===== config.mk =====
export PLATFORM = sky130hd
export DESIGN_NAME = msetb_exec
export DESIGN_NICKNAME = d
export VERILOG_FILES = /design/src/msetb_pkg.sv /design/src/msetb_xu_if.sv /design/src/msetb_xfrm_unit.sv /design/src/msetb_exec.sv
export VERILOG_INCLUDE_DIRS = /design/src
export SDC_FILE = /design/constraint.sdc
export NUM_CORES = 2
export LEC_CHECK = 0
export BUFFER_PORTS_ARGS = -buffer_cell sky130_fd_sc_hd__buf_4
export CORE_ASPECT_RATIO = 1.5
export CORE_MARGIN = 3
export CORE_UTILIZATION = 30
export CTS_CLUSTER_DIAMETER = 40
export DETAILED_ROUTE_END_ITERATION = 10
export HOLD_SLACK_MARGIN = 0.03
export SYNTH_ARGS = -nofsm -noshare
export SYNTH_HDL_FRONTEND = slang
export SYNTH_HIERARCHICAL = 1
export SYNTH_SLANG_ARGS = --single-unit
export TNS_END_PERCENT = 1

===== constraint.sdc =====
create_clock -name clk_i -period 20.8 [get_ports clk_i]
set_clock_uncertainty 0.05 [all_clocks]
set_input_delay 1.04 -clock clk_i [delete_from_list [all_inputs] [get_ports clk_i]]
set_output_delay 1.04 -clock clk_i [all_outputs]
set_load 0.05 [all_outputs]

===== src/msetb_defines.svh =====
// Purpose: Offsets, field positions, reset values and constants of the execute block
// Assumes: Byte addresses on a 32-bit classic Wishbone bus
// Notes:   Definitions only
`ifndef MSETB_DEFINES_SVH
`define MSETB_DEFINES_SVH

// Register byte offsets
`define MSETB_ADR_CTRL    8'h00
`define MSETB_ADR_FLAGS   8'h04
`define MSETB_ADR_STATUS  8'h08
`define MSETB_ADR_FADDR   8'h0c

// Control fields
`define MSETB_CTRL_EN     0
`define MSETB_CTRL_RST    1'h1

// Flag fields
`define MSETB_FLG_N       3
`define MSETB_FLG_Z       2
`define MSETB_FLG_C       1
`define MSETB_FLG_V       0
`define MSETB_FLG_THUMB   4
`define MSETB_FLG_RST     4'h0

// Status fields
`define MSETB_ST_FAULT    0
`define MSETB_ST_BADREG   1

// Program counter relations
`define MSETB_PC_AHEAD    32'h0000_0004
`define MSETB_NEXT_SHORT  32'h0000_0002
`define MSETB_NEXT_LONG   32'h0000_0004

// Register numbers
`define MSETB_LOW_LIMIT   4'h8
`define MSETB_LINK_IDX    4'he

`endif


===== src/msetb_pkg.sv =====
// Purpose: Types shared by the execute block and its transform unit
// Assumes: Decoder presents one operation code per issue
// Notes:   Encoding is local to this block
package msetb_pkg;

  typedef enum logic [3:0] {
    OP_NONE        = 4'h0,
    OP_MUL_LOW     = 4'h1,
    OP_SWAP_WORD   = 4'h2,
    OP_SWAP_HALVES = 4'h3,
    OP_SWAP_SIGNED = 4'h4,
    OP_SEXT_BYTE   = 4'h5,
    OP_ZEXT_BYTE   = 4'h6,
    OP_SEXT_HALF   = 4'h7,
    OP_ZEXT_HALF   = 4'h8,
    OP_AND_TEST    = 4'h9,
    OP_JUMP        = 4'ha,
    OP_JUMP_COND   = 4'hb,
    OP_JUMP_LINK   = 4'hc,
    OP_JUMP_REG    = 4'hd,
    OP_JUMP_LREG   = 4'he
  } msetb_op_t;

endpackage : msetb_pkg


===== src/msetb_xu_if.sv =====
// Purpose: Carrier between execute stage and swap/extend unit
// Assumes: Purely combinational exchange
// Notes:   One source word in, one result word out
`timescale 1ns/10ps
interface msetb_xu_if;
  msetb_pkg::msetb_op_t op;
  logic [31:0]          src;
  logic [31:0]          res;

  modport stage (output op, output src, input res);
  modport unit  (input op, input src, output res);
endinterface : msetb_xu_if


===== src/msetb_xfrm_unit.sv =====
// Purpose: Byte swap and extension results
// Assumes: Source is the single operand of the operation
// Notes:   Other codes give zero
`timescale 1ns/10ps
module msetb_xfrm_unit (
  msetb_xu_if.unit xu
);
  wire [31:0] swap_word;
  wire [31:0] swap_halves;
  wire [31:0] swap_signed;
  wire [31:0] sext_byte;
  wire [31:0] zext_byte;
  wire [31:0] sext_half;
  wire [31:0] zext_half;

  assign swap_word   = {xu.src[7:0], xu.src[15:8], xu.src[23:16], xu.src[31:24]};  // RQ6
  assign swap_halves = {xu.src[23:16], xu.src[31:24], xu.src[7:0], xu.src[15:8]};  // RQ7
  assign swap_signed = {{16{xu.src[7]}}, xu.src[7:0], xu.src[15:8]};               // RQ8
  assign sext_byte   = {{24{xu.src[7]}}, xu.src[7:0]};                             // RQ10
  assign zext_byte   = {24'h00_0000, xu.src[7:0]};                                 // RQ11
  assign sext_half   = {{16{xu.src[15]}}, xu.src[15:0]};                           // RQ12
  assign zext_half   = {16'h0000, xu.src[15:0]};                                   // RQ13

  always_comb begin
    unique case (xu.op)
      msetb_pkg::OP_SWAP_WORD:   xu.res = swap_word;
      msetb_pkg::OP_SWAP_HALVES: xu.res = swap_halves;
      msetb_pkg::OP_SWAP_SIGNED: xu.res = swap_signed;
      msetb_pkg::OP_SEXT_BYTE:   xu.res = sext_byte;
      msetb_pkg::OP_ZEXT_BYTE:   xu.res = zext_byte;
      msetb_pkg::OP_SEXT_HALF:   xu.res = sext_half;
      msetb_pkg::OP_ZEXT_HALF:   xu.res = zext_half;
      default:                   xu.res = 32'h0000_0000;
    endcase
  end
endmodule : msetb_xfrm_unit


===== src/msetb_exec.sv =====
// Purpose: Execute stage for multiply, byte swap, extension, bit test and jumps
// Assumes: Decoder issues one operation per cycle with operands already read
// Notes:   Results appear one cycle after issue; flags held here
//
// How it works
// (RQ1) Multiply two sources, keep only the low 32 product bits as result.
// (RQ2) One multiplier serves signed and unsigned operands alike.
// (RQ3) Multiply sets N and Z from the result, keeps C and V.
// (RQ4) Producer uses only R0 to R7 for multiply operands.
// (RQ5) Producer makes multiply destination equal to its second source.
// (RQ6) Word swap reverses all four bytes.
// (RQ7) Halfword swap exchanges bytes inside each halfword, halfwords stay put.
// (RQ8) Signed swap exchanges low halfword bytes and sign-extends to 32 bits.
// (RQ9) Swaps and extensions keep flags and take only low registers.
// (RQ10) Byte sign extension replicates bit 7 upward.
// (RQ11) Byte zero extension clears the upper 24 bits.
// (RQ12) Halfword sign extension replicates bit 15 upward.
// (RQ13) Halfword zero extension clears the upper 16 bits.
// (RQ14) Bit test ANDs two low registers, sets N and Z, writes nothing.
// (RQ15) Link jumps write the following instruction address into R14.
// (RQ16) The stored return address has bit 0 forced to one.
// (RQ17) Register jumps with target bit 0 clear raise a fatal fault instead.
// (RQ18) Target bit 0 loads the thumb flag and is cleared from the fetch address.
// (RQ19) Offsets span 2 KB, -256 to +254 bytes, and 16 MB by form.
// (RQ20) Only the conditional relative jump evaluates a condition code.
// (RQ21) Producer never names SP or PC as a register jump target.
// (RQ22) Jumps keep all four flags and redirect fetch when taken.
`timescale 1ns/10ps
`include "msetb_defines.svh"
module msetb_exec (
  // Clock and reset
  input  wire logic                 clk_i,
  input  wire logic                 rst_i,
  // Issue from decoder
  input  wire logic                 issue_valid_i,
  input  wire msetb_pkg::msetb_op_t issue_op_i,
  input  wire logic [3:0]           rd_idx_i,
  input  wire logic [3:0]           rn_idx_i,
  input  wire logic [3:0]           rm_idx_i,
  input  wire logic [31:0]          rn_val_i,
  input  wire logic [31:0]          rm_val_i,
  input  wire logic [31:0]          pc_i,
  input  wire logic [23:0]          offset_i,
  input  wire logic [3:0]           cond_i,
  // Register file write
  output logic                      res_we_o,
  output logic [3:0]                res_idx_o,
  output logic [31:0]               res_data_o,
  output logic                      link_we_o,
  output logic [31:0]               link_data_o,
  // Fetch redirect and fault
  output logic                      jump_o,
  output logic [31:0]               jump_addr_o,
  output logic                      fault_o,
  // Flag state
  output logic [3:0]                flags_o,
  output logic                      thumb_o,
  // Wishbone slave
  input  wire logic                 wb_cyc_i,
  input  wire logic                 wb_stb_i,
  input  wire logic                 wb_we_i,
  input  wire logic [7:0]           wb_adr_i,
  input  wire logic [3:0]           wb_sel_i,
  input  wire logic [31:0]          wb_dat_i,
  output logic [31:0]               wb_dat_o,
  output logic                      wb_ack_o
);

  msetb_xu_if xu ();

  msetb_xfrm_unit u_xfrm (
    .xu (xu.unit)
  );

  // Register state
  logic        enable_ff;
  logic [3:0]  nzcv_ff;
  logic        thumb_ff;
  logic        st_fault_ff;
  logic        st_badreg_ff;
  logic [31:0] fault_addr_ff;

  // Decode of the issued operation
  wire is_mul     = issue_op_i == msetb_pkg::OP_MUL_LOW;
  wire is_test    = issue_op_i == msetb_pkg::OP_AND_TEST;
  wire is_xfrm    = issue_op_i inside {msetb_pkg::OP_SWAP_WORD, msetb_pkg::OP_SWAP_HALVES,
                                       msetb_pkg::OP_SWAP_SIGNED, msetb_pkg::OP_SEXT_BYTE,
                                       msetb_pkg::OP_ZEXT_BYTE, msetb_pkg::OP_SEXT_HALF,
                                       msetb_pkg::OP_ZEXT_HALF};
  wire is_jrel    = issue_op_i == msetb_pkg::OP_JUMP;
  wire is_jcond   = issue_op_i == msetb_pkg::OP_JUMP_COND;
  wire is_jlink   = issue_op_i == msetb_pkg::OP_JUMP_LINK;
  wire is_jreg    = issue_op_i == msetb_pkg::OP_JUMP_REG;
  wire is_jlreg   = issue_op_i == msetb_pkg::OP_JUMP_LREG;
  wire is_regjump = is_jreg | is_jlreg;

  // Low register checks
  wire rd_low     = rd_idx_i < `MSETB_LOW_LIMIT;
  wire rn_low     = rn_idx_i < `MSETB_LOW_LIMIT;
  wire rm_low     = rm_idx_i < `MSETB_LOW_LIMIT;
  wire mul_ok     = rd_low & rn_low & rm_low & (rd_idx_i == rm_idx_i);  // RQ4 RQ5
  wire xfrm_ok    = rd_low & rm_low;                                    // RQ9
  wire test_ok    = rn_low & rm_low;                                    // RQ14
  wire bad_reg    = (is_mul & ~mul_ok) | (is_xfrm & ~xfrm_ok) | (is_test & ~test_ok);

  wire fire       = issue_valid_i & enable_ff & (issue_op_i != msetb_pkg::OP_NONE);
  wire fire_ok    = fire & ~bad_reg;

  // Arithmetic results
  wire [63:0] mul_full = {32'h0000_0000, rn_val_i} * {32'h0000_0000, rm_val_i};  // RQ2
  wire [31:0] mul_res  = mul_full[31:0];                                          // RQ1
  wire [31:0] test_res = rn_val_i & rm_val_i;                                     // RQ14

  assign xu.op  = issue_op_i;
  assign xu.src = rm_val_i;

  wire [31:0] data_res = is_mul ? mul_res : xu.res;
  wire [31:0] nz_src   = is_mul ? mul_res : test_res;
  wire        nz_upd   = fire_ok & (is_mul | is_test);                            // RQ3 RQ14
  wire        rf_write = fire_ok & (is_mul | is_xfrm);                            // RQ14

  // Relative offsets by form
  wire [31:0] off_short = {{20{offset_i[10]}}, offset_i[10:0], 1'b0};  // RQ19
  wire [31:0] off_cond  = {{23{offset_i[7]}}, offset_i[7:0], 1'b0};    // RQ19
  wire [31:0] off_link  = {{7{offset_i[23]}}, offset_i[23:0], 1'b0};   // RQ19
  wire [31:0] pc_read   = pc_i + `MSETB_PC_AHEAD;

  logic [31:0] rel_off;
  always_comb begin
    rel_off = off_short;
    if (is_jcond) begin
      rel_off = off_cond;
    end else if (is_jlink) begin
      rel_off = off_link;
    end
  end

  // Condition evaluation
  wire f_n = nzcv_ff[`MSETB_FLG_N];
  wire f_z = nzcv_ff[`MSETB_FLG_Z];
  wire f_c = nzcv_ff[`MSETB_FLG_C];
  wire f_v = nzcv_ff[`MSETB_FLG_V];

  logic cond_pass;
  always_comb begin
    unique case (cond_i)
      4'h0: cond_pass = f_z;
      4'h1: cond_pass = ~f_z;
      4'h2: cond_pass = f_c;
      4'h3: cond_pass = ~f_c;
      4'h4: cond_pass = f_n;
      4'h5: cond_pass = ~f_n;
      4'h6: cond_pass = f_v;
      4'h7: cond_pass = ~f_v;
      4'h8: cond_pass = f_c & ~f_z;
      4'h9: cond_pass = ~f_c | f_z;
      4'ha: cond_pass = f_n == f_v;
      4'hb: cond_pass = f_n != f_v;
      4'hc: cond_pass = ~f_z & (f_n == f_v);
      4'hd: cond_pass = f_z | (f_n != f_v);
      4'he: cond_pass = 1'b1;
      4'hf: cond_pass = 1'b0;
    endcase
  end

  // Jump decisions
  wire        rel_take  = is_jrel | is_jlink | (is_jcond & cond_pass);            // RQ20
  wire        reg_bad   = is_regjump & ~rm_val_i[0];                              // RQ17
  wire        jump_take = fire_ok & (rel_take | (is_regjump & rm_val_i[0]));      // RQ22
  wire        fault_now = fire_ok & reg_bad;                                      // RQ17
  wire [31:0] reg_tgt   = {rm_val_i[31:1], 1'b0};                                 // RQ18
  wire [31:0] rel_tgt   = pc_read + rel_off;
  wire [31:0] jump_tgt  = is_regjump ? reg_tgt : rel_tgt;

  // Return address of the following instruction
  wire [31:0] next_pc   = pc_i + (is_jlink ? `MSETB_NEXT_LONG : `MSETB_NEXT_SHORT);  // RQ15
  wire [31:0] ret_addr  = {next_pc[31:1], 1'b1};                                     // RQ16
  wire        link_wr   = fire_ok & (is_jlink | (is_jlreg & rm_val_i[0]));           // RQ15

  // Bus decode
  wire        bus_req   = wb_cyc_i & wb_stb_i & ~wb_ack_o;
  wire        bus_wr    = bus_req & wb_we_i & wb_sel_i[0];
  wire        wr_ctrl   = bus_wr & (wb_adr_i == `MSETB_ADR_CTRL);
  wire        wr_flags  = bus_wr & (wb_adr_i == `MSETB_ADR_FLAGS);
  wire        wr_status = bus_wr & (wb_adr_i == `MSETB_ADR_STATUS);

  logic [31:0] rd_mux;
  always_comb begin
    unique case (wb_adr_i)
      `MSETB_ADR_CTRL:   rd_mux = {31'h0000_0000, enable_ff};
      `MSETB_ADR_FLAGS:  rd_mux = {27'h000_0000, thumb_ff, nzcv_ff};
      `MSETB_ADR_STATUS: rd_mux = {30'h0000_0000, st_badreg_ff, st_fault_ff};
      `MSETB_ADR_FADDR:  rd_mux = fault_addr_ff;
      default:           rd_mux = 32'h0000_0000;
    endcase
  end

  // Flag next value: execution wins over a bus write
  logic [3:0] nxt_nzcv;
  always_comb begin
    nxt_nzcv = nzcv_ff;
    if (wr_flags) begin
      nxt_nzcv = wb_dat_i[3:0];
    end
    if (nz_upd) begin
      nxt_nzcv[`MSETB_FLG_N] = nz_src[31];                // RQ3
      nxt_nzcv[`MSETB_FLG_Z] = nz_src == 32'h0000_0000;   // RQ3
    end
  end

  // Sticky status: set wins over write-one-to-clear
  wire nxt_st_fault  = fault_now | (st_fault_ff & ~(wr_status & wb_dat_i[`MSETB_ST_FAULT]));
  wire nxt_st_badreg = (fire & bad_reg) | (st_badreg_ff & ~(wr_status & wb_dat_i[`MSETB_ST_BADREG]));

  // Control and status registers
  always_ff @(posedge clk_i) begin
    if (rst_i) begin
      enable_ff    <= `MSETB_CTRL_RST;
      nzcv_ff      <= `MSETB_FLG_RST;
      st_fault_ff  <= 1'b0;
      st_badreg_ff <= 1'b0;
    end else begin
      if (wr_ctrl) begin
        enable_ff <= wb_dat_i[`MSETB_CTRL_EN];
      end
      nzcv_ff      <= nxt_nzcv;
      st_fault_ff  <= nxt_st_fault;
      st_badreg_ff <= nxt_st_badreg;
    end
  end

  // Thumb flag and fault address
  always_ff @(posedge clk_i) begin
    if (rst_i) begin
      thumb_ff      <= 1'b1;
      fault_addr_ff <= 32'h0000_0000;
    end else begin
      if (wr_flags) begin
        thumb_ff <= wb_dat_i[`MSETB_FLG_THUMB];
      end
      if (fire_ok & is_regjump) begin
        thumb_ff <= rm_val_i[0];  // RQ18
      end
      if (fault_now) begin
        fault_addr_ff <= pc_i;
      end
    end
  end

  // Register file write port
  always_ff @(posedge clk_i) begin
    if (rst_i) begin
      res_we_o   <= 1'b0;
      res_idx_o  <= 4'h0;
      res_data_o <= 32'h0000_0000;
    end else begin
      res_we_o <= rf_write;  // RQ9 RQ14
      if (rf_write) begin
        res_idx_o  <= rd_idx_i;
        res_data_o <= data_res;
      end
    end
  end

  // Link write port
  always_ff @(posedge clk_i) begin
    if (rst_i) begin
      link_we_o   <= 1'b0;
      link_data_o <= 32'h0000_0000;
    end else begin
      link_we_o <= link_wr;  // RQ15
      if (link_wr) begin
        link_data_o <= ret_addr;  // RQ16
      end
    end
  end

  // Fetch redirect and fault pulse
  always_ff @(posedge clk_i) begin
    if (rst_i) begin
      jump_o      <= 1'b0;
      jump_addr_o <= 32'h0000_0000;
      fault_o     <= 1'b0;
    end else begin
      jump_o  <= jump_take;   // RQ22
      fault_o <= fault_now;   // RQ17
      if (jump_take) begin
        jump_addr_o <= jump_tgt;
      end
    end
  end

  // Flag outputs
  always_ff @(posedge clk_i) begin
    if (rst_i) begin
      flags_o <= `MSETB_FLG_RST;
      thumb_o <= 1'b1;
    end else begin
      flags_o <= nxt_nzcv;
      thumb_o <= (fire_ok & is_regjump) ? rm_val_i[0] : (wr_flags ? wb_dat_i[`MSETB_FLG_THUMB] : thumb_ff);
    end
  end

  // Bus answer
  always_ff @(posedge clk_i) begin
    if (rst_i) begin
      wb_ack_o <= 1'b0;
      wb_dat_o <= 32'h0000_0000;
    end else begin
      wb_ack_o <= bus_req;
      wb_dat_o <= bus_req ? rd_mux : 32'h0000_0000;
    end
  end

endmodule : msetb_exec


==> results.tsv <==
stage	metric	value	unit
global_route	grt_pass1_wl	138000	um
timing	worstMarginPinSlew	1.14	ns
run_status	status	finished clean	
setup_path	r2r-end	jump_addr_o[31]	
clock_network	htree_levels	4	
floorplan	row_count	131	
floorplan	die_h	365	um
floorplan	ios	332	
global_route	grt-ovfl-total	0	
yosys	syn_nets	3745	
layout	final_nets	3900	
route	ant_nets	0	
clock_network	cts.sinks	177	
clock_network	cts_hold_buffers	0	
layout	fill_cells	8857	
global_route	antenna_found_initial	11	
floorplan	start_util	30.3	%
clock_network	cts-buffers-inserted	25	
floorplan	die_x	246	um
route	routed_via_density	5.17	
placement	port_buffers	298	
floorplan	design.core.area	85200	um2
yosys	ys_types	87	
worst_hold_path	min_path_cells	1	
timing	fmax	0.121	GHz
setup_path	cp.arrival	8.66	ns
clock_network	cts_buffer_depth	3	
setup_path	path_class	in -> reg	
clock_network	clk_latency	0.51	ns
setup_path	critPathLaunchType	primary input	
worst_hold_path	hp-start	fault_addr_ff[28]	
yosys	synth_cells	2960	
worst_hold_path	worstHoldPathType	reg -> reg	
layout	drive_above_1_share	12.1	%
placement	pre_cts_ws	12.09	ns
setup_path	r2r_cells	10	
route	via_count	22031	
route	drt_first_pass_iters	6	
timing	finalCritPeriodShare	39.8	%
yosys	ys.warnings.count	6	
route	routedWlPerCell	21.5	um
layout	final_common_cell	nand2_1	
route	drc	0	
global_route	grt_usage	20.2	%
timing	tns	0	ns
clock_network	postCtsSetupRepairBufs	0	
setup_path	cp_max_fo	34	
floorplan	dieArea	89700	um2
placement	hpwl	69600	um
yosys	synth_edf_count	0	
clock_network	clk_pin_slew	0.08	ns
job	drv_cap	0	
global_route	grt_pass1_vias	23072	
setup_path	r2r-start	flags_o[3]	
worst_hold_path	whs_endpoint	wb_dat_o[28]	
timing	whs	0.403	ns
layout	fin_util	34.8	%
yosys	syn_area_per_cell	8.72	um2
placement	place_congestion	0.901	
global_route	grt_max_degree	69	
timing	final-setup-viol-count	0	
layout	area_growth	14.7	%
clock_network	cts-root-buf	clkbuf_16	
timing	setup_ws	12.52	ns
yosys	synthFlopType	dfxtp_1	
timing	drv_slew	0	
clock_network	cts_tree	yes	
timing	maxSlewHeadroom	23.5	%
yosys	yosysSeqAreaShare	13.7	%
setup_path	ff2ff_setup_slack	17.95	ns
layout	layout_common_cells	nand2_1 (497), fa_1 (410), inv_1 (316)	
yosys	syn_area	25800	um2
setup_path	end_kind	flop	
setup_path	required	21.18	ns
clock_network	cts_resized	0	
yosys	synth-async-reset-ratio	0	%
yosys	ys_seq_elements	177	
route	drt-total-wl	91500	um
route	first_iter_violations	1295	
timing	fin_crit	8.28	ns
timing	rsz0062_at_grt	no	
timing	hold_viol	0	
[metal layers]
layer / track usage [%] / vias up / wire length, um
met4: 11.3 / 6 / 5500
li1: - / 9901 / -
met3: 2.95 / 263 / 6360
met5: 0 / - / 34
met2: 36.6 / 885 / 46300
met1: 22.6 / 10976 / 33300
[registers in the layout (all words and copies together) (netlist names)]
| register | cells |
|---|---|
| enable_ff | 1 |
| fault_addr_ff | 32 |
| fault_o | 1 |
| flags_o | 4 |
| jump_addr_o | 32 |
| jump_o | 1 |
| link_data_o | 32 |
| link_we_o | 1 |
| res_data_o | 32 |
| res_idx_o | 4 |
| res_we_o | 1 |
| st_badreg_ff | 1 |
| st_fault_ff | 1 |
| thumb_o | 1 |
| wb_ack_o | 1 |
| wb_dat_o | 32 |
[worst max path at each step]
stage / start / to / slack, ns / cells after the start
3_3_place_gp: rm_val_i[2] / flags_o[3] / 12.09 / 23
4_1_cts: rm_val_i[2] / flags_o[3] / 12.57 / 23
2_1_floorplan: rn_val_i[13] / flags_o[2] / 12.84 / 25
6_report: rm_val_i[2] / flags_o[3] / 12.52 / 23
3_5_place_dp: rm_val_i[2] / flags_o[3] / 12.09 / 23
5_1_grt: rm_val_i[5] / flags_o[2] / 12.08 / 23
[critical path: stages]
cell,delay (ns)
buf_4,0.41
nand2_1,0.15
fa_1,0.58
fa_1,0.45
fa_1,0.53
inv_1,0.07
fa_1,0.47
ha_1,0.29
ha_1,0.29
inv_1,0.08
fa_1,0.43
fa_1,0.49
inv_1,0.04
ha_1,0.36
a21oi_1,0.48
o311ai_1,0.21
a22oi_2,0.50
o21ai_4,0.17
a21oi_1,0.40
a21oi_1,0.19
xor2_1,0.56
a21o_1,0.25
and3b_1,0.16
[logic make-up (layout without fill, tap and decap cells)]
| family | Yosys count | in the layout | synth area share, % |
|---|---|---|---|
| AO/OA/AOI/OAI | 402 | 402 | 11.2 |
| adder cells (fa/ha/maj) | 595 | 595 | 40.7 |
| AND/OR/NAND/NOR | 1105 | 1105 | 20.3 |
| multiplexers | 55 | 55 | 2.19 |
| XOR/XNOR | 130 | 130 | 4.46 |
| other | 0 | 7 | 0 |
| buffers and inverters | 496 | 657 | 7.46 |
| flip-flops | 177 | 177 | 13.7 |
[through the flow]
stage                     cells  area, um2
after floorplan            2960      25800
after global placement     4218      28900
after detailed placement   4218      28900
after CTS                  4251      29600
after global routing       4251      29600
final                      4258      29600
[layout make-up]
cell class	instances	area, um2	share of cell area [%]
Multi-Input combinational cell	2287	20400	68.9
Sequential cell	177	3540	12.0
Timing Repair Buffer	308	2310	7.80
Tap cell	1130	1410	4.77
Inverter	316	1190	4.00
Clock buffer	28	667	2.25
Clock inverter	5	82.6	0.279
Antenna cell	7	17.5	0.0591
[cell usage after synthesis (18+ instances only)]
cell type	number	area share [%]
nor2_1	198	2.9
inv_1	316	4.6
xnor2_1	88	3.0
nor3_1	25	0.48
nand3_1	30	0.58
a211oi_1	52	1.5
and3_1	20	0.48
ha_1	185	9.0
nand2_1	497	7.2
a311oi_1	35	1.2
a21o_1	20	0.58
o21ai_0	46	0.89
dfxtp_1	177	14
buf_2	18	0.35
and2_1	236	5.7
a22oi_1	21	0.61
mux2i_1	53	2.1
xor2_1	41	1.4
fa_1	410	32
clkbuf_1	150	2.2
a21oi_1	95	1.8
Power is not shown: default switching activity piles up to over one toggle a cycle in this logic, so the estimate is an artifact.
